--- src/core/nlp_pkg.sv ---
// Constants, register map and types of the link integrity poller.
`default_nettype none
package nlp_pkg;
  // ----------------------------------------------------------------
  // Clock and one-second tick
  // ----------------------------------------------------------------
  localparam int unsigned CLK_HZ      = 40_000_000;
  localparam int unsigned TICK_S      = 1;
  localparam int unsigned TICK_CYCLES = CLK_HZ * TICK_S;

  // ----------------------------------------------------------------
  // Register offsets
  // ----------------------------------------------------------------
  localparam logic [7:0] REG_CTRL = 8'h00;
  localparam logic [7:0] REG_FPC  = 8'h04;
  localparam logic [7:0] REG_WIN  = 8'h08;
  localparam logic [7:0] REG_TMR  = 8'h0C;
  localparam logic [7:0] REG_STAT = 8'h10;
  localparam logic [7:0] REG_SEQ  = 8'h14;

  // ----------------------------------------------------------------
  // Field positions
  // ----------------------------------------------------------------
  localparam int CTRL_EN   = 0;
  localparam int CTRL_FAST = 1;
  localparam int CTRL_FWDA = 2;
  localparam int WIN_MWC   = 8;
  localparam int TMR_PVT   = 8;

  // ----------------------------------------------------------------
  // Reset values and legal ranges
  // ----------------------------------------------------------------
  localparam logic [2:0] CTRL_RST = 3'h0;
  localparam logic [7:0] FPC_DEF  = 8'h06;
  localparam logic [7:0] FPC_MIN  = 8'h01;
  localparam logic [3:0] ETH_DEF  = 4'h3;
  localparam logic [3:0] MWC_DEF  = 4'h4;
  localparam logic [3:0] NWIN_MIN = 4'h1;
  localparam logic [3:0] NWIN_MAX = 4'hA;
  localparam logic [4:0] PIT_DEF  = 5'h0A;
  localparam logic [4:0] PVT_DEF  = 5'h0F;
  localparam logic [4:0] TSEC_MIN = 5'h05;
  localparam logic [4:0] TSEC_MAX = 5'h1E;
  localparam int unsigned HIST_W  = 10;

  // ----------------------------------------------------------------
  // User side polling states
  // ----------------------------------------------------------------
  typedef enum logic [1:0] {
    US_OFF  = 2'b00,
    US_WAIT = 2'b01,
    US_IDLE = 2'b11
  } nlp_us_state_t;
endpackage
`default_nettype wire

--- src/core/nlp_tick_if.sv ---
// Carrier of the one-second tick between divider and poller.
`default_nettype none
interface nlp_tick_if;
  logic sec_tick;
  modport gen (output sec_tick);
  modport snk (input sec_tick);
endinterface
`default_nettype wire

--- src/core/nlp_poller.sv ---
// Bidirectional link integrity poller for one network-to-network link.
// Operation
// [RL1] Run poller (user side) and responder (network side) at once.
// [RL2] Keep separate sequence numbers and parameters for each side; both sides share one error threshold and monitor window count.
// [RL3] Full report poll count 1..255, default 6.
// [RL4] Go inactive when error threshold errors fall in monitor window.
// [RL5] Poll interval timer 5..30 seconds, default 10.
// [RL6] Poll verify timer 5..30 seconds, default 15.
// [RL7] Error threshold should not exceed monitor window count.
// [RL8] Poll verify timer should exceed poll interval timer.
// [RL9] Send a status enquiry each time the poll interval expires.
// [RL10] Ask for a full report once every full report poll count polls.
// [RL11] Both ends share timers and error settings; poll count may differ.
// [RL12] Forward PVC status from full reports, async optionally, to user side.
// [RL13] Active bit sent is independent of the active bit received.
// [RL14] After a PVC change answer enquiries with a full report.
// [RL15] Sent status covers destination and every traversed network.
// [RL16] Start non-operational; need window count good polls, or fast mode.
// [RL17] Active PVC is encoded as 1, inactive as 0.
// [RL18] Missing enquiry or bad sequence numbers count as an error.
// [RL19] Timers run from a one-second tick; reset clears all counters.
`default_nettype none
module nlp_poller
  import nlp_pkg::*;
#(
  parameter int unsigned TICK_LEN = TICK_CYCLES,
  parameter int unsigned PVC_W    = 10
) (
  input  wire logic             core_clk,        // System clock.
  input  wire logic             srst,            // Sync reset, high.
  input  wire logic [7:0]       reg_addr,        // Register address.
  input  wire logic [31:0]      reg_wdata,       // Register write data.
  input  wire logic             reg_we,          // Write strobe.
  input  wire logic             reg_re,          // Read strobe.
  output logic      [31:0]      reg_rdata,       // Read data, next cycle.
  input  wire logic             rx_rep_valid,    // Reply to our enquiry.
  input  wire logic             rx_rep_seq_ok,   // Its sequence numbers ok.
  input  wire logic             rx_enq_valid,    // Enquiry from peer.
  input  wire logic             rx_enq_seq_ok,   // Its sequence numbers ok.
  input  wire logic             rx_enq_full_req, // Peer asks full report.
  input  wire logic             rx_pvc_valid,    // Received PVC element.
  input  wire logic             rx_pvc_full,     // Element from full report.
  input  wire logic [PVC_W-1:0] rx_pvc_idx,      // Its PVC number.
  input  wire logic             rx_pvc_active,   // Its active bit.
  input  wire logic             pvc_change,      // Local PVC changed, pulse.
  input  wire logic             pvc_dest_ok,     // Destination is up.
  input  wire logic             pvc_path_ok,     // Far networks are up.
  output logic                  tx_enq,          // Send enquiry, pulse.
  output logic                  tx_enq_full,     // Enquiry asks full.
  output logic      [7:0]       tx_enq_seq,      // Enquiry send sequence.
  output logic                  tx_rep,          // Send reply, pulse.
  output logic                  tx_rep_full,     // Reply is a full report.
  output logic      [7:0]       tx_rep_seq,      // Reply send sequence.
  output logic                  tx_pvc_active,   // Active bit to send.
  output logic                  uni_pvc_valid,   // Forward PVC, pulse.
  output logic      [PVC_W-1:0] uni_pvc_idx,     // Forwarded PVC number.
  output logic                  uni_pvc_active,  // Forwarded active bit.
  output logic                  link_up          // Both sides operational.
);
  // ----------------------------------------------------------------
  // Helpers
  // ----------------------------------------------------------------
  function automatic logic [3:0] err_count(logic [HIST_W-1:0] h,
                                           logic [3:0] w);
    logic [3:0] c;
    c = 4'h0;
    for (int i = 0; i < HIST_W; i++) begin
      if (i < int'(w)) c = 4'(c + 4'(h[i]));
    end
    return c;
  endfunction

  function automatic logic op_next(logic op, logic first, logic fast,
                                   logic [HIST_W-1:0] h, logic [3:0] cons,
                                   logic [3:0] eth, logic [3:0] mwc);
    if (err_count(h, mwc) >= eth) return 1'b0;   // [RL4]
    if (cons >= mwc) return 1'b1;                // [RL16]
    if (fast && first && !h[0]) return 1'b1;     // [RL16]
    return op;
  endfunction

  function automatic logic [7:0] seq_inc(logic [7:0] s);
    return (s == 8'hFF) ? 8'h01 : 8'(s + 8'h01);
  endfunction

  function automatic logic [3:0] cons_inc(logic [3:0] c, logic err);
    if (err) return 4'h0;
    return (c == NWIN_MAX) ? c : 4'(c + 4'h1);
  endfunction

  // ----------------------------------------------------------------
  // Tick divider
  // ----------------------------------------------------------------
  nlp_tick_if tk ();
  logic [2:0] ctrl_q, ctrl_d;
  logic       en;
  assign en = ctrl_q[CTRL_EN];

  nlp_tick_gen #(.CYCLES(TICK_LEN)) u_tick (
    .core_clk (core_clk),
    .srst     (srst),
    .run      (en),
    .tk       (tk)
  );

  // ----------------------------------------------------------------
  // Configuration registers
  // ----------------------------------------------------------------
  logic [7:0]  fpc_q, fpc_d;
  logic [3:0]  eth_q, eth_d, mwc_q, mwc_d;
  logic [4:0]  pit_q, pit_d, pvt_q, pvt_d;
  logic [31:0] rdata_q, rdata_d;
  logic        chg_q, chg_d;
  logic [3:0]  weth, wmwc;
  logic [4:0]  wpit, wpvt;

  // ----------------------------------------------------------------
  // Side state
  // ----------------------------------------------------------------
  nlp_us_state_t     us_st_q, us_st_d;
  logic [4:0]        us_tmr_q, us_tmr_d, nw_tmr_q, nw_tmr_d;
  logic [7:0]        us_poll_q, us_poll_d, us_seq_q, us_seq_d;
  logic [7:0]        nw_seq_q, nw_seq_d;
  logic [HIST_W-1:0] us_hist_q, us_hist_d, nw_hist_q, nw_hist_d;
  logic [3:0]        us_cons_q, us_cons_d, nw_cons_q, nw_cons_d;
  logic              us_op_q, us_op_d, nw_op_q, nw_op_d;
  logic              us_first_q, us_first_d, nw_first_q, nw_first_d;
  logic              enq_q, enq_d, enqf_q, enqf_d, rep_q, rep_d;
  logic              repf_q, repf_d, act_q, act_d;
  logic              fwd_q, fwd_d, fact_q, fact_d, up_q, up_d;
  logic [PVC_W-1:0]  fidx_q, fidx_d;
  logic              us_exp, nw_exp, us_ev, us_err, nw_ev, nw_err;

  assign weth = reg_wdata[3:0];
  assign wmwc = reg_wdata[WIN_MWC+3:WIN_MWC];
  assign wpit = reg_wdata[4:0];
  assign wpvt = reg_wdata[TMR_PVT+4:TMR_PVT];
  assign us_exp = tk.sec_tick && (5'(us_tmr_q + 5'h01) >= pit_q);
  assign nw_exp = tk.sec_tick && (5'(nw_tmr_q + 5'h01) >= pvt_q);

  // ----------------------------------------------------------------
  // Register access
  // ----------------------------------------------------------------
  always_comb begin
    ctrl_d  = ctrl_q;
    fpc_d   = fpc_q;
    eth_d   = eth_q;
    mwc_d   = mwc_q;
    pit_d   = pit_q;
    pvt_d   = pvt_q;
    rdata_d = 32'h0000_0000;
    if (reg_we) begin
      unique case (reg_addr)
        REG_CTRL: ctrl_d = reg_wdata[2:0];
        REG_FPC:  if (reg_wdata[7:0] >= FPC_MIN) fpc_d = reg_wdata[7:0];
        REG_WIN: begin // [RL4] [RL11]
          if (weth >= NWIN_MIN && weth <= NWIN_MAX) eth_d = weth;
          if (wmwc >= NWIN_MIN && wmwc <= NWIN_MAX) mwc_d = wmwc;
        end
        REG_TMR: begin // [RL5] [RL6]
          if (wpit >= TSEC_MIN && wpit <= TSEC_MAX) pit_d = wpit;
          if (wpvt >= TSEC_MIN && wpvt <= TSEC_MAX) pvt_d = wpvt;
        end
        default: ;
      endcase
    end
    if (reg_re) begin
      unique case (reg_addr)
        REG_CTRL: rdata_d = {29'h0, ctrl_q};
        REG_FPC:  rdata_d = {24'h0, fpc_q};
        REG_WIN:  rdata_d = {20'h0, mwc_q, 4'h0, eth_q};
        REG_TMR:  rdata_d = {19'h0, pvt_q, 3'h0, pit_q};
        REG_STAT: rdata_d = {16'h0, err_count(nw_hist_q, mwc_q),
                             err_count(us_hist_q, mwc_q), 1'b0,
                             (pvt_q <= pit_q),     // [RL8]
                             (eth_q > mwc_q),      // [RL7]
                             chg_q, 1'b0, up_q, nw_op_q, us_op_q};
        REG_SEQ:  rdata_d = {16'h0, nw_seq_q, us_seq_q};
        default:  rdata_d = 32'h0000_0000;
      endcase
    end
  end

  // ----------------------------------------------------------------
  // User side: enquiry origination and reply checking
  // ----------------------------------------------------------------
  always_comb begin
    us_st_d    = us_st_q;
    us_tmr_d   = us_tmr_q;
    us_poll_d  = us_poll_q;
    us_seq_d   = us_seq_q;
    us_hist_d  = us_hist_q;
    us_cons_d  = us_cons_q;
    us_op_d    = us_op_q;
    us_first_d = us_first_q;
    enq_d      = 1'b0;
    enqf_d     = 1'b0;
    us_ev      = 1'b0;
    us_err     = 1'b0;
    if (tk.sec_tick) us_tmr_d = 5'(us_tmr_q + 5'h01); // [RL19]
    unique case (us_st_q)
      US_OFF:  if (en) enq_d = 1'b1;
      US_WAIT: begin
        if (rx_rep_valid) begin
          us_ev  = 1'b1;
          us_err = !rx_rep_seq_ok; // [RL18]
          us_st_d = US_IDLE;
        end else if (us_exp) begin
          us_ev  = 1'b1;
          us_err = 1'b1;           // [RL18]
          enq_d  = 1'b1;
        end
      end
      US_IDLE: if (us_exp) enq_d = 1'b1; // [RL9]
      default: us_st_d = US_OFF;
    endcase
    if (enq_d) begin
      us_st_d  = US_WAIT;
      us_tmr_d = 5'h00;
      us_seq_d = seq_inc(us_seq_q); // [RL2]
      if (8'(us_poll_q + 8'h01) >= fpc_q) begin // [RL10]
        enqf_d    = 1'b1;
        us_poll_d = 8'h00;
      end else begin
        us_poll_d = 8'(us_poll_q + 8'h01);
      end
    end
    if (us_ev) begin
      us_hist_d  = {us_hist_q[HIST_W-2:0], us_err};
      us_cons_d  = cons_inc(us_cons_q, us_err);
      us_op_d    = op_next(us_op_q, us_first_q, ctrl_q[CTRL_FAST],
                           us_hist_d, us_cons_d, eth_q, mwc_q);
      us_first_d = 1'b0;
    end
    if (!en) begin // [RL16]
      us_st_d    = US_OFF;
      us_tmr_d   = 5'h00;
      us_poll_d  = 8'h00;
      us_hist_d  = '0;
      us_cons_d  = 4'h0;
      us_op_d    = 1'b0;
      us_first_d = 1'b1;
      enq_d      = 1'b0;
      enqf_d     = 1'b0;
    end
  end

  // ----------------------------------------------------------------
  // Network side: enquiry supervision and replies
  // ----------------------------------------------------------------
  always_comb begin
    nw_tmr_d   = nw_tmr_q;
    nw_seq_d   = nw_seq_q;
    nw_hist_d  = nw_hist_q;
    nw_cons_d  = nw_cons_q;
    nw_op_d    = nw_op_q;
    nw_first_d = nw_first_q;
    rep_d      = 1'b0;
    repf_d     = 1'b0;
    chg_d      = chg_q;
    nw_ev      = 1'b0;
    nw_err     = 1'b0;
    if (tk.sec_tick) nw_tmr_d = 5'(nw_tmr_q + 5'h01);
    if (en && rx_enq_valid) begin // [RL1]
      nw_ev    = 1'b1;
      nw_err   = !rx_enq_seq_ok;  // [RL18]
      nw_tmr_d = 5'h00;
      rep_d    = 1'b1;
      repf_d   = rx_enq_full_req || chg_q; // [RL14]
      nw_seq_d = seq_inc(nw_seq_q);
      if (repf_d) chg_d = 1'b0;
    end else if (en && nw_exp) begin // [RL6]
      nw_ev    = 1'b1;
      nw_err   = 1'b1;                // [RL18]
      nw_tmr_d = 5'h00;
    end
    if (pvc_change) chg_d = 1'b1;     // [RL14]
    if (nw_ev) begin
      nw_hist_d  = {nw_hist_q[HIST_W-2:0], nw_err};
      nw_cons_d  = cons_inc(nw_cons_q, nw_err);
      nw_op_d    = op_next(nw_op_q, nw_first_q, ctrl_q[CTRL_FAST],
                           nw_hist_d, nw_cons_d, eth_q, mwc_q);
      nw_first_d = 1'b0;
    end
    if (!en) begin
      nw_tmr_d   = 5'h00;
      nw_hist_d  = '0;
      nw_cons_d  = 4'h0;
      nw_op_d    = 1'b0;
      nw_first_d = 1'b1;
    end
  end

  // ----------------------------------------------------------------
  // PVC status in both directions
  // ----------------------------------------------------------------
  always_comb begin
    // Sent bit is built from local facts only, never from rx_pvc_active.
    act_d  = pvc_dest_ok && pvc_path_ok && us_op_q && nw_op_q; // [RL13] [RL15]
    up_d   = us_op_q && nw_op_q;
    fwd_d  = en && rx_pvc_valid &&
             (rx_pvc_full || ctrl_q[CTRL_FWDA]);               // [RL12]
    fidx_d = fwd_d ? rx_pvc_idx : fidx_q;
    fact_d = fwd_d ? rx_pvc_active : fact_q;
  end

  // ----------------------------------------------------------------
  // State registers
  // ----------------------------------------------------------------
  always_ff @(posedge core_clk) begin
    if (srst) begin // [RL19]
      ctrl_q <= CTRL_RST;   fpc_q <= FPC_DEF;   // [RL3]
      eth_q <= ETH_DEF;     mwc_q <= MWC_DEF;   // [RL4]
      pit_q <= PIT_DEF;     pvt_q <= PVT_DEF;   // [RL5] [RL6]
      rdata_q <= 32'h0000_0000;
      chg_q <= 1'b0;        us_st_q <= US_OFF;
      us_tmr_q <= 5'h00;    nw_tmr_q <= 5'h00;
      us_poll_q <= 8'h00;   us_seq_q <= 8'h00;   nw_seq_q <= 8'h00;
      us_hist_q <= '0;      nw_hist_q <= '0;
      us_cons_q <= 4'h0;    nw_cons_q <= 4'h0;
      us_op_q <= 1'b0;      nw_op_q <= 1'b0;     // [RL16]
      us_first_q <= 1'b1;   nw_first_q <= 1'b1;
      enq_q <= 1'b0;  enqf_q <= 1'b0;  rep_q <= 1'b0;  repf_q <= 1'b0;
      act_q <= 1'b0;  fwd_q <= 1'b0;   fact_q <= 1'b0; up_q <= 1'b0;
      fidx_q <= '0;
    end else begin
      ctrl_q <= ctrl_d;     fpc_q <= fpc_d;
      eth_q <= eth_d;       mwc_q <= mwc_d;
      pit_q <= pit_d;       pvt_q <= pvt_d;
      rdata_q <= rdata_d;
      chg_q <= chg_d;       us_st_q <= us_st_d;
      us_tmr_q <= us_tmr_d; nw_tmr_q <= nw_tmr_d;
      us_poll_q <= us_poll_d; us_seq_q <= us_seq_d; nw_seq_q <= nw_seq_d;
      us_hist_q <= us_hist_d; nw_hist_q <= nw_hist_d;
      us_cons_q <= us_cons_d; nw_cons_q <= nw_cons_d;
      us_op_q <= us_op_d;     nw_op_q <= nw_op_d;
      us_first_q <= us_first_d; nw_first_q <= nw_first_d;
      enq_q <= enq_d;  enqf_q <= enqf_d;  rep_q <= rep_d;  repf_q <= repf_d;
      act_q <= act_d;  fwd_q <= fwd_d;    fact_q <= fact_d; up_q <= up_d;
      fidx_q <= fidx_d;
    end
  end

  assign reg_rdata      = rdata_q;
  assign tx_enq         = enq_q;
  assign tx_enq_full    = enqf_q;
  assign tx_enq_seq     = us_seq_q;
  assign tx_rep         = rep_q;
  assign tx_rep_full    = repf_q;
  assign tx_rep_seq     = nw_seq_q;
  assign tx_pvc_active  = act_q; // [RL17]
  assign uni_pvc_valid  = fwd_q;
  assign uni_pvc_idx    = fidx_q;
  assign uni_pvc_active = fact_q;
  assign link_up        = up_q;
endmodule
`default_nettype wire

--- src/core/nlp_tick_gen.sv ---
// One-second tick divider for the poller timers.
`default_nettype none
module nlp_tick_gen
  import nlp_pkg::*;
#(
  parameter int unsigned CYCLES = TICK_CYCLES
) (
  input  wire logic  core_clk, // System clock.
  input  wire logic  srst,     // Synchronous reset, active high.
  input  wire logic  run,      // Divider runs while high.
  nlp_tick_if.gen    tk        // Tick pulse out.
);
  localparam int CW = $clog2(CYCLES + 1);
  localparam logic [CW-1:0] LAST = CW'(CYCLES - 1);

  logic [CW-1:0] cnt_q, cnt_d;
  logic          tick_q, tick_d;

  always_comb begin
    cnt_d  = cnt_q;
    tick_d = 1'b0;
    if (!run) begin
      cnt_d = '0;
    end else if (cnt_q == LAST) begin
      cnt_d  = '0;
      tick_d = 1'b1; // [RL19]
    end else begin
      cnt_d = CW'(cnt_q + 1'b1);
    end
  end

  always_ff @(posedge core_clk) begin
    if (srst) begin
      cnt_q  <= '0;
      tick_q <= 1'b0;
    end else begin
      cnt_q  <= cnt_d;
      tick_q <= tick_d;
    end
  end

  assign tk.sec_tick = tick_q;
endmodule
`default_nettype wire

--- config.mk ---
export PLATFORM = sky130hd
export DESIGN_NAME = nlp_poller
export DESIGN_NICKNAME = d
export VERILOG_FILES = /design/src/core/nlp_pkg.sv /design/src/core/nlp_tick_if.sv /design/src/core/nlp_poller.sv /design/src/core/nlp_tick_gen.sv
export SDC_FILE = /design/constraint.sdc
export NUM_CORES = 1
export LEC_CHECK = 0
export ABC_AREA = 1
export BUFFER_PORTS_ARGS = -buffer_cell sky130_fd_sc_hd__buf_2
export CAP_MARGIN = 10
export CORE_MARGIN = 4
export CORE_UTILIZATION = 35
export DETAILED_ROUTE_END_ITERATION = 10
export PLACE_DENSITY = 0.51
export SLEW_MARGIN = 40
export SYNTH_ARGS = -nofsm -noshare
export SYNTH_HDL_FRONTEND = slang
export SYNTH_SLANG_ARGS = --single-unit
--- constraint.sdc ---
create_clock -name core_clk -period 7.6 [get_ports core_clk]
set_clock_uncertainty 0.1 [all_clocks]
set_input_delay 0.38 -clock core_clk [delete_from_list [all_inputs] [get_ports core_clk]]
set_output_delay 0.38 -clock core_clk [all_outputs]
set_load 0.005 [all_outputs]
==> reports/qor.yml, run 1 <==
run_status:
  status: "finished clean"
flow_run:
  maxCapViolCount: 0
floorplanning:
  initial_utilization_pct: 35.5
  die_h_um: 187
  io_pins: 131
  fp.dieW_um: 187
  core_area_sq_um: 31600
  fp.dieArea_sq_um: 35000
  rows: 65
setup_path:
  worstPathMaxFanout: 3
  cpMostUsedCell: "ha_4"
  arrival_ns: 7.79
  cp-start-kind: "flip-flop"
  crit_type: "reg -> reg"
  reg2reg_depth: 49
  worst-path-stages: 49
  crit_family: "adder cells"
  max_stage_delay_ns: 0.36
  cp_slowest_cell: "dfxtp_4"
  crit_buf_inv: 5
  cp.required_ns: 7.88
  crit_path_end_kind: "flip-flop"
sta:
  worst_pin_slew_ns: 0.811
  final-hold-violation-count: 0
  drv_slew: 0
  finalSetupViolCount: 0
  rsz0062_at_grt: "yes"
  slew_headroom_pct: 45.5
  fmax_ghz: 0.133
  period_needed_ns: 7.51
  period_share_pct: 98.8
final_layout:
  most-common-layout-cells: "nand2_1 (304), inv_1 (211), dfxtp_1 (155)"
  final_common_cell: "nand2_1"
  drive_gt1_share_pct: 23.4
  num-nets-final: 1980
  area_delta_synth_final_pct: 24.7
  fin_util_pct: 44.3
  antenna_cells: 0
drt:
  remaining_drc_errors: 0
  wire_per_inst_um: 14.3
  wl_um: 31400
  ant_nets: 0
  vias: 10700
  via_per_inst: 4.85
  firstDrtPassIters: 5
  first_iter_violations: 485
global_route:
  first_global_vias: 10500
  grt_max_degree: 46
  antenna_found_initial: 0
  track_usage_pct: 17.7
  grt-ovfl-total: 0
  grt_pass1_wl_um: 51300
clocking:
  clock_sinks: 159
  htreeDepth: 4
  clock_insertion_delay_worst_skew_ns: 0.43
  cts_tree: "yes"
  clockBufferDepth: 2
  clock-root-buffer: "clkbuf_16"
  path_clk_slew_ns: 0.07
  cts_made_buffers: 17
yosys:
  yosys_warnings: 0
  synth_flop_cell: "dfxtp_1"
  ys_async_sr_fraction_pct: 0
  syn-mean-instance-area_sq_um: 7.00
  netlist_instances: 1601
  synth-seq-cells: 159
  synth-seq-area-share_pct: 28.4
  yosysUniqueCellTypes: 65
  synth_edf_count: 0
  netlist_area_sq_um: 11200
min_path:
  worstHoldPathCells: 2
  min_path_type: "in -> reg"
placement:
  port_buffers: 95
  dp_hpwl_um: 23800
  place_congestion: 0.824
power:
  ir_drop_uv: 119
  power_leakage_nw: 6.72
  finalPower_mw: 1.75
  power_density_nw_per_um2: 125
-- kinds of logic (layout without fill, tap and decap cells) --
kind of cell | Yosys count | count (layout) | share of synthesized area, %
XOR/XNOR | 32 | 32 | 2.57
AND/OR/NAND/NOR | 728 | 728 | 30.0
buffers and inverters | 292 | 477 | 10.7
adder cells (fa/ha/maj) | 127 | 127 | 14.2
flip-flops | 159 | 159 | 28.4
multiplexers | 1 | 1 | 0.0893
AO/OA/AOI/OAI | 261 | 261 | 14.1
other | 1 | 16 | 0.0334
-- cell type report --
type | instances | area [sq um]
sequential | 159 | 3190
clock buffer | 17 | 425
multi-input combinational | 1165 | 7470
tap | 402 | 503
inverter | 239 | 900
clock inverter | 15 | 174
fill | 3273 | 17600
timing repair buffer | 206 | 1320
-- state kept, by name, summed over array words and instances (netlist names), 2 cells and up --
signal and flops:
eth_q 4, us_poll_q 8, u_tick.cnt_q 26, nw_tmr_q 5
nw_cons_q 4, ctrl_q 3, pvt_q 5, reg_rdata 16
mwc_q 4, tx_rep_seq 8, tx_enq_seq 8, fpc_q 8
nw_hist_q 10, us_st_q 2, us_hist_q 10, us_tmr_q 5
uni_pvc_idx 10, us_cons_q 4, pit_q 5
-- stage by stage --
step	hold slack, ns	std cells	setup WS [ns]	instance area [sq um]	TNS [ns]
6_report	0.0438	2203	0.0882	14000	0
2_1_floorplan	0.340	1616	0.00683	11400	0
3_5_place_dp	0.360	2123	-0.406	12500	-0.797
3_3_place_gp	0.356	2123	-0.323	12500	-0.601
5_1_grt	0.0537	2203	-0.300	14000	-0.572
4_1_cts	0.0274	2195	-0.0859	13600	-0.0859
-- synth_stat cells (all sizes together) (3+ instances only) --
cell	count	share of area (%)
a211oi	8	0.54
ha	127	14
dfxtp	159	28
clkinv	6	0.20
nand2	351	12
o22ai	27	1.5
o211ai	17	1.3
nor3	26	1.3
inv	233	7.8
clkbuf	25	0.84
nand3	111	5.3
a21boi	3	0.20
or2	19	1.1
o21a	14	0.94
buf	28	1.9
xor2	26	2.0
a221oi	4	0.31
and2	6	0.36
xnor2	6	0.54
nor4	8	0.64
and3	4	0.22
a21oi	87	3.9
nand3b	18	1.2
o21ai	75	3.5
nand4	25	1.5
a31oi	13	0.95
nor2	151	5.5
nor3b	9	0.65
-- report_power, final --
group          switching (mW)  internal, mW  leakage [nW]
Clock                   0.425         0.443         0.290
Combinational          0.0315        0.0167          5.14
Sequential           0.000689         0.832          1.28
-- layer usage --
metal  vias to the layer above  track usage, %  wire length [um]
met2                       137            31.6             15300
met5                         -               0                 0
li1                       5637               -                 -
met1                      4874            22.2             14600
met4                         0            5.52               777
met3                        40            2.20               744
-- worst paths after layout --
| kind | endpoint | from | slack [ns] |
|---|---|---|---|
| setup / recovery | nw_op_q | nw_tmr_q[0] | 0.09 |
| hold / removal | tx_rep_full | rx_enq_full_req | 0.04 |
| setup reg to reg | nw_op_q | nw_tmr_q[0] | 0.09 |
| hold reg to reg | u_tick.cnt_q[3] | u_tick.cnt_q[3] | 0.37 |
-- timing repair --
item,4_1_cts,5_1_grt
setup buffers,40,10
hold endpoints to repair,0,0
setup endpoints to repair,2,2
pin swaps,70,62
hold buffers,0,0
resized for setup,38,63
(Power assumes the default switching activity.)
==> run 2: changes to the inputs <==
- clock period: 7.6 -> 6.7 ns (I/O delays scaled with it)
==> run 2 against run 1 <==
The run now ends with negative setup slack left. Die area stayed put. Sequential cell count unchanged. Sequential share of layout area down 0.62 points. Count of clock-buffer cells in the layout unchanged. Design area up 2.8%. Global-route usage grew 0.26 points. Sequential power increased by 13%. Non-clock buffer count up 47. Register-to-register slack got worse by 0.75 ns. Final cell count up 2.1%. Setup slack got worse by 0.75 ns. Via count grew 2.3%. Critical endpoint unchanged. Largest cell class unchanged. Largest power group unchanged.
==> reports/qor.yml, run 2 (synthesized netlist as in run 1, its figures left out) <==
clocking:
  clockBufferDepth: 2  # unchanged
  clock_sinks: 159  # unchanged
  clock_insertion_delay_worst_skew_ns: 0.43  # about the same
  cts_tree: "yes"
  htreeDepth: 4  # unchanged
  cts_made_buffers: 17  # unchanged
  clock-root-buffer: "clkbuf_16"
  path_clk_slew_ns: 0.08  # about the same
sta:
  period_needed_ns: 7.36  # -0.148 ns
  fmax_ghz: 0.136  # +2.0%
  setup_ws_ns: -0.664  # -0.752 ns
  finalSetupViolCount: 2  # +2
  final-hold-violation-count: 0  # unchanged
  drv_slew: 0  # unchanged
  slew_headroom_pct: 42.8  # -2.8 points
  rsz0062_at_grt: "yes"
  worst_pin_slew_ns: 0.851  # +0.0406 ns
  period_share_pct: 110  # +11 points
  finalSetupTns_ns: -1.30  # -1.30 ns
global_route:
  grt_pass1_wl_um: 52300  # +1.9%
  track_usage_pct: 17.9  # +0.26 points
  grt_max_degree: 46  # unchanged
  antenna_found_initial: 0  # unchanged
  first_global_vias: 10600  # +1.2%
  grt-ovfl-total: 0  # unchanged
floorplanning:
  fp.dieW_um: 187  # unchanged
  fp.dieArea_sq_um: 35000  # unchanged
  io_pins: 131  # unchanged
  core_area_sq_um: 31600  # unchanged
  rows: 65  # unchanged
  die_h_um: 187  # unchanged
  initial_utilization_pct: 35.5  # unchanged
power:
  p_int_mw: 1.47  # +14%
  power_frac_clock_pct: 50.2  # +0.6 points
  combPwrFrac_pct: 2.8  # about the same
  ir_drop_uv: 154  # +30%
  switching_share_pct: 27.0  # +0.87 points
  p_switching_mw: 0.543  # +19%
  seqPwrFrac_pct: 47.0  # -0.6 points
  power_leakage_nw: 6.93  # +3.2%
  power_density_nw_per_um2: 140  # +12%
setup_path:
  cp_slowest_cell: "dfxtp_2"
  crit_path_end_kind: "flip-flop"
  crit_type: "reg -> reg"
  cp.required_ns: 6.98  # -0.90 ns
  worstPathMaxFanout: 3  # unchanged
  cp-start-kind: "flip-flop"
  max_stage_delay_ns: 0.35  # about the same
  arrival_ns: 7.65  # -0.14 ns
  cpMostUsedCell: "ha_4"
final_layout:
  instances_no_fill: 2250  # +2.1%
  largest_reg_flops: 26  # unchanged
  antenna_cells: 0  # unchanged
  regMostFlops: "u_tick.cnt_q"
  multi_input_area_sq_um: 7520  # +0.62%
  num-nets-final: 2027  # +2.4%
  most-common-layout-cells: "nand2_1 (301), inv_1 (210), dfxtp_1 (155), buf_4 (155), nor2_1 (133)"
  final_common_cell: "nand2_1"
  regArea_sq_um: 3190  # unchanged
  area_delta_synth_final_pct: 28.2
  fill_cells: 3231  # -1.3%
  drive_gt1_share_pct: 25.7  # +2.3 points
  fin_util_pct: 45.6  # +1.2 points
run_status:
  status: "finished with violations"
  violations: "negative setup slack"
drt:
  wire_per_inst_um: 14.3  # +0.35%
  ant_nets: 0  # unchanged
  firstDrtPassIters: 5  # unchanged
  vias: 10900  # +2.3%
  wl_um: 32200  # +2.5%
  remaining_drc_errors: 0  # unchanged
  first_iter_violations: 544  # +12%
  via_per_inst: 4.86  # +0.19%
placement:
  placed_cells: 2150  # +1.3%
  port_buffers: 95  # unchanged
  dp_hpwl_um: 24100  # +1.3%
  place_congestion: 0.808  # -2.0%
min_path:
  min_path_type: "in -> reg"
flow_run:
  maxCapViolCount: 0  # unchanged
-- run 2: cell count changes in the layout (fill, tap and decap cells not counted), sizes merged --
cell and delta:
buf +45, clkinvlp -1, dlygate4sd3 +2, inv +1
-- run 2: timing repair --
action                     CTS  global route
hold buffers                 2             0
resized for setup           25            56
setup buffers               53            13
pin swaps                   37            58
hold endpoints to repair     2             0
setup endpoints to repair    2             6
-- run 2: through the flow --
step | cell area (sq um) | power [mW] | hold WS, ns | setup slack, ns
3_5_place_dp | 12800 | 1.02 | 0.360 | -0.888
5_1_grt | 14400 | 2.08 | 0.0319 | -1.11
3_3_place_gp | 12800 | 1.02 | 0.356 | -0.788
4_1_cts | 14000 | 2.03 | 0.0207 | -0.683
6_report | 14400 | 2.01 | 0.0280 | -0.664
2_1_floorplan | 11500 | 0.999 | 0.319 | -0.611
-- run 2: cell type report --
cell class / instances / share of cell area [%]
multi-input cells: 1165 / 52.3
flip-flops and latches: 159 / 22.2
repair buffers: 253 / 11.6
inverters: 239 / 6.26
well taps: 402 / 3.50
clock buffers: 17 / 2.96
clock inverters: 15 / 1.20
-- run 2: worst paths after layout --
check / to / startpoint / depth (start not counted) / slack, ns
worst max register to register: nw_op_q / nw_tmr_q[1] / 49 / -0.66
worst max-delay path: nw_op_q / nw_tmr_q[1] / 49 / -0.66
worst min register to register: u_tick.cnt_q[3] / u_tick.cnt_q[3] / 2 / 0.37
worst min-delay path: tx_pvc_active / pvc_path_ok / 2 / 0.03
-- run 2: power by group through the flow --
stage               sequential, mW  combinational (mW)  clock, mW
floorplan                    0.967              0.0321          0
global placement             0.967              0.0525          0
detailed placement           0.967              0.0530          0
CTS                          0.945              0.0556       1.03
global route                 0.945              0.0639       1.07
finish                       0.945              0.0573       1.01
-- run 2: worst max-delay path: cells and delay by family (launching register included) --
| family | cells | cell delay, ns |
|---|---|---|
| XOR/XNOR | 1 | 0.16 |
| AND/OR/NAND/NOR | 24 | 2.47 |
| AO/OA/AOI/OAI | 6 | 0.98 |
| buffers and inverters | 5 | 0.26 |
| flip-flops | 1 | 0.35 |
| adder cells (fa/ha/maj) | 13 | 3.01 |
-- run 2: routing by layer --
layer / wire length [um] / track usage [%] / share of wire (%)
met5: 0 / 0 / 0
met4: 552 / 4.21 / 1.7
met3: 865 / 2.33 / 2.7
met2: 16100 / 32.5 / 50
met1: 14700 / 22.6 / 46
==> run 3: changes to the inputs <==
==> constraint.sdc (replaced) <==
create_clock -name core_clk -period 6.7 [get_ports core_clk]
set_clock_uncertainty 0.1 [all_clocks]
set_input_delay 0.67 -clock core_clk [delete_from_list [all_inputs] [get_ports core_clk]]
set_output_delay 0.67 -clock core_clk [all_outputs]
set_load 0.005 [all_outputs]
==> run 3 against run 2 <==
Non-clock buffer count shrank 19. Final cell count down 0.80%. The run still ends with negative setup slack left. Clock power about the same. Die area did not move. Global-route usage fell by 0.13 points. Utilization decreased by 0.65 points. Sequential share of layout area rose by 0.33 points. Sequential power hardly changed. Wire length down 1.5%.
==> reports/qor.yml, run 3 (synthesized netlist as in run 1, its figures left out) <==
run_status:
  status: "finished with violations"
  violations: "negative setup slack"
power:
  finalPower_mw: 2.01  # -0.10%
  power_leakage_nw: 6.84  # -1.3%
  power_density_nw_per_um2: 142  # +1.3%
  ir_drop_uv: 147  # -4.4%
setup_path:
  cp.required_ns: 6.97  # about the same
  reg2reg_depth: 57  # +16%
  r2r_end: "us_op_q"
  arrival_ns: 7.64  # about the same
  max_stage_delay_ns: 0.36  # about the same
  crit_type: "reg -> reg"
  cp_slowest_cell: "dfxtp_4"
  cp-start-kind: "flip-flop"
  timing.rr.start: "us_tmr_q[0]"
  crit_path_end_kind: "flip-flop"
  cpMostUsedCell: "buf_4"
  reg2reg_slack_ns: -0.68  # about the same
  worstPathMaxFanout: 3  # unchanged
sta:
  period_share_pct: 110  # +0.19 points
  finalSetupViolCount: 2  # unchanged
  hold_ws_ns: 0.339  # +0.311 ns
  slew_headroom_pct: 43.9  # +1.1 points
  fmax_ghz: 0.136  # -0.18%
  setup_ws_ns: -0.677  # -0.0130 ns
  drv_slew: 0  # unchanged
  final-hold-violation-count: 0  # unchanged
  rsz0062_at_grt: "yes"
  finalSetupTns_ns: -1.30  # +0.00266 ns
  worst_pin_slew_ns: 0.835  # -0.0165 ns
  period_needed_ns: 7.38  # +0.0130 ns
placement:
  preCtsSetupSlack_ns: -0.875  # +0.0133 ns
  postPlaceCellArea_sq_um: 12900  # +0.35%
  port_buffers: 95  # unchanged
  place_congestion: 0.829  # +2.6%
  dp_hpwl_um: 24300  # +0.54%
global_route:
  grt-ovfl-total: 0  # unchanged
  first_global_vias: 10500  # -1.4%
  grt_max_degree: 46  # unchanged
  grt_util_met3_pct: 2.20  # -0.13 points
  track_usage_pct: 17.8  # -0.13 points
  use_met1_pct: 22.6  # about the same
  top_usage_layer: "met2"
  gr-usage-met2_pct: 32.2  # -0.32 points
  grt_pass1_wl_um: 51600  # -1.5%
  antenna_found_initial: 1  # +1
floorplanning:
  rows: 65  # unchanged
  fp.dieW_um: 187  # unchanged
  initial_utilization_pct: 35.5  # unchanged
  fp.dieArea_sq_um: 35000  # unchanged
  io_pins: 131  # unchanged
  core_area_sq_um: 31600  # unchanged
  die_h_um: 187  # unchanged
final_layout:
  final_common_cell: "nand2_1"
  largest_reg_flops: 26  # unchanged
  final_area_sq_um: 14200  # -1.4%
  area_delta_synth_final_pct: 26.3
  num-nets-final: 2008  # -0.94%
  regMostFlops: "u_tick.cnt_q"
  most-common-layout-cells: "nand2_1 (303), inv_1 (211), dfxtp_1 (154)"
  drive_gt1_share_pct: 24.6  # -1.1 points
drt:
  wire_per_inst_um: 14.2  # -0.70%
  wl_um: 31700  # -1.5%
  vias: 10900  # -0.63%
  via_per_inst: 4.87  # +0.17%
  firstDrtPassIters: 8  # +3
  remaining_drc_errors: 0  # unchanged
  first_iter_violations: 508  # -6.6%
  ant_nets: 0  # unchanged
min_path:
  min_path_type: "in -> reg"
  whs_endpoint: "tx_rep_full"
  worstHoldPathCells: 2  # unchanged
  hp-start: "rx_enq_full_req"
clocking:
  cts_made_buffers: 17  # unchanged
  cts_tree: "yes"
  path_clk_slew_ns: 0.07  # about the same
  htreeDepth: 4  # unchanged
  clock-root-buffer: "clkbuf_16"
  clock_sinks: 159  # unchanged
  clock_insertion_delay_worst_skew_ns: 0.43  # about the same
  clockBufferDepth: 2  # unchanged
flow_run:
  maxCapViolCount: 0  # unchanged
## run 3: worst max path at each step
stage / from / end / slack (ns) / cells after the start
floorplan: nw_tmr_q[0] / nw_op_q / -0.61 / 49
global placement: nw_tmr_q[1] / nw_op_q / -0.78 / 49
detailed placement: nw_tmr_q[1] / nw_op_q / -0.87 / 49
CTS: nw_tmr_q[0] / nw_op_q / -0.72 / 49
global route: us_tmr_q[0] / us_op_q / -1.09 / 56
finish: us_tmr_q[0] / us_op_q / -0.68 / 57
## run 3: layout make-up
| type | count | area [sq um] |
|---|---|---|
| fillers | 3224 | 17400 |
| multi-input cells | 1165 | 7450 |
| flip-flops and latches | 159 | 3190 |
| repair buffers | 234 | 1520 |
| inverters | 239 | 900 |
| well taps | 402 | 503 |
| clock buffers | 17 | 425 |
| clock inverters | 15 | 173 |
| diodes | 1 | 2.50 |
## run 3: where the power goes
part           internal (mW)  switching, mW
registers              0.944       0.000833
logic                 0.0206         0.0359
clock network          0.503          0.505
total                   1.47          0.542
## run 3: critical path, delay by kind of cell, from the launching register on
| kind | cells | cell delay (ns) |
|---|---|---|
| flip-flops | 1 | 0.36 |
| AND/OR/NAND/NOR | 22 | 2.16 |
| buffers and inverters | 19 | 1.96 |
| AO/OA/AOI/OAI | 7 | 0.77 |
| adder cells (fa/ha/maj) | 8 | 1.79 |
| XOR/XNOR | 1 | 0.17 |
## run 3: stage by stage
stage                     instances  util (%)
after floorplan                1616         -
after global placement         2156      40.8
after detailed placement       2156      40.8
after CTS                      2223      43.9
after global routing           2231      44.9
final                          2232      44.9
## run 3: metal layers
metal / part of all wire (%) / vias up
met5: 0.041 / -
met4: 1.4 / 2
met3: 3.3 / 29
met2: 50 / 177
met1: 45 / 4978
li1: - / 5682
## run 3: repair_timing
action / 4_1_cts / 5_1_grt
pin swaps: 34 / 51
setup endpoints to repair: 2 / 5
setup buffers: 35 / 8
hold buffers: 0 / 0
gates resized for setup: 16 / 60
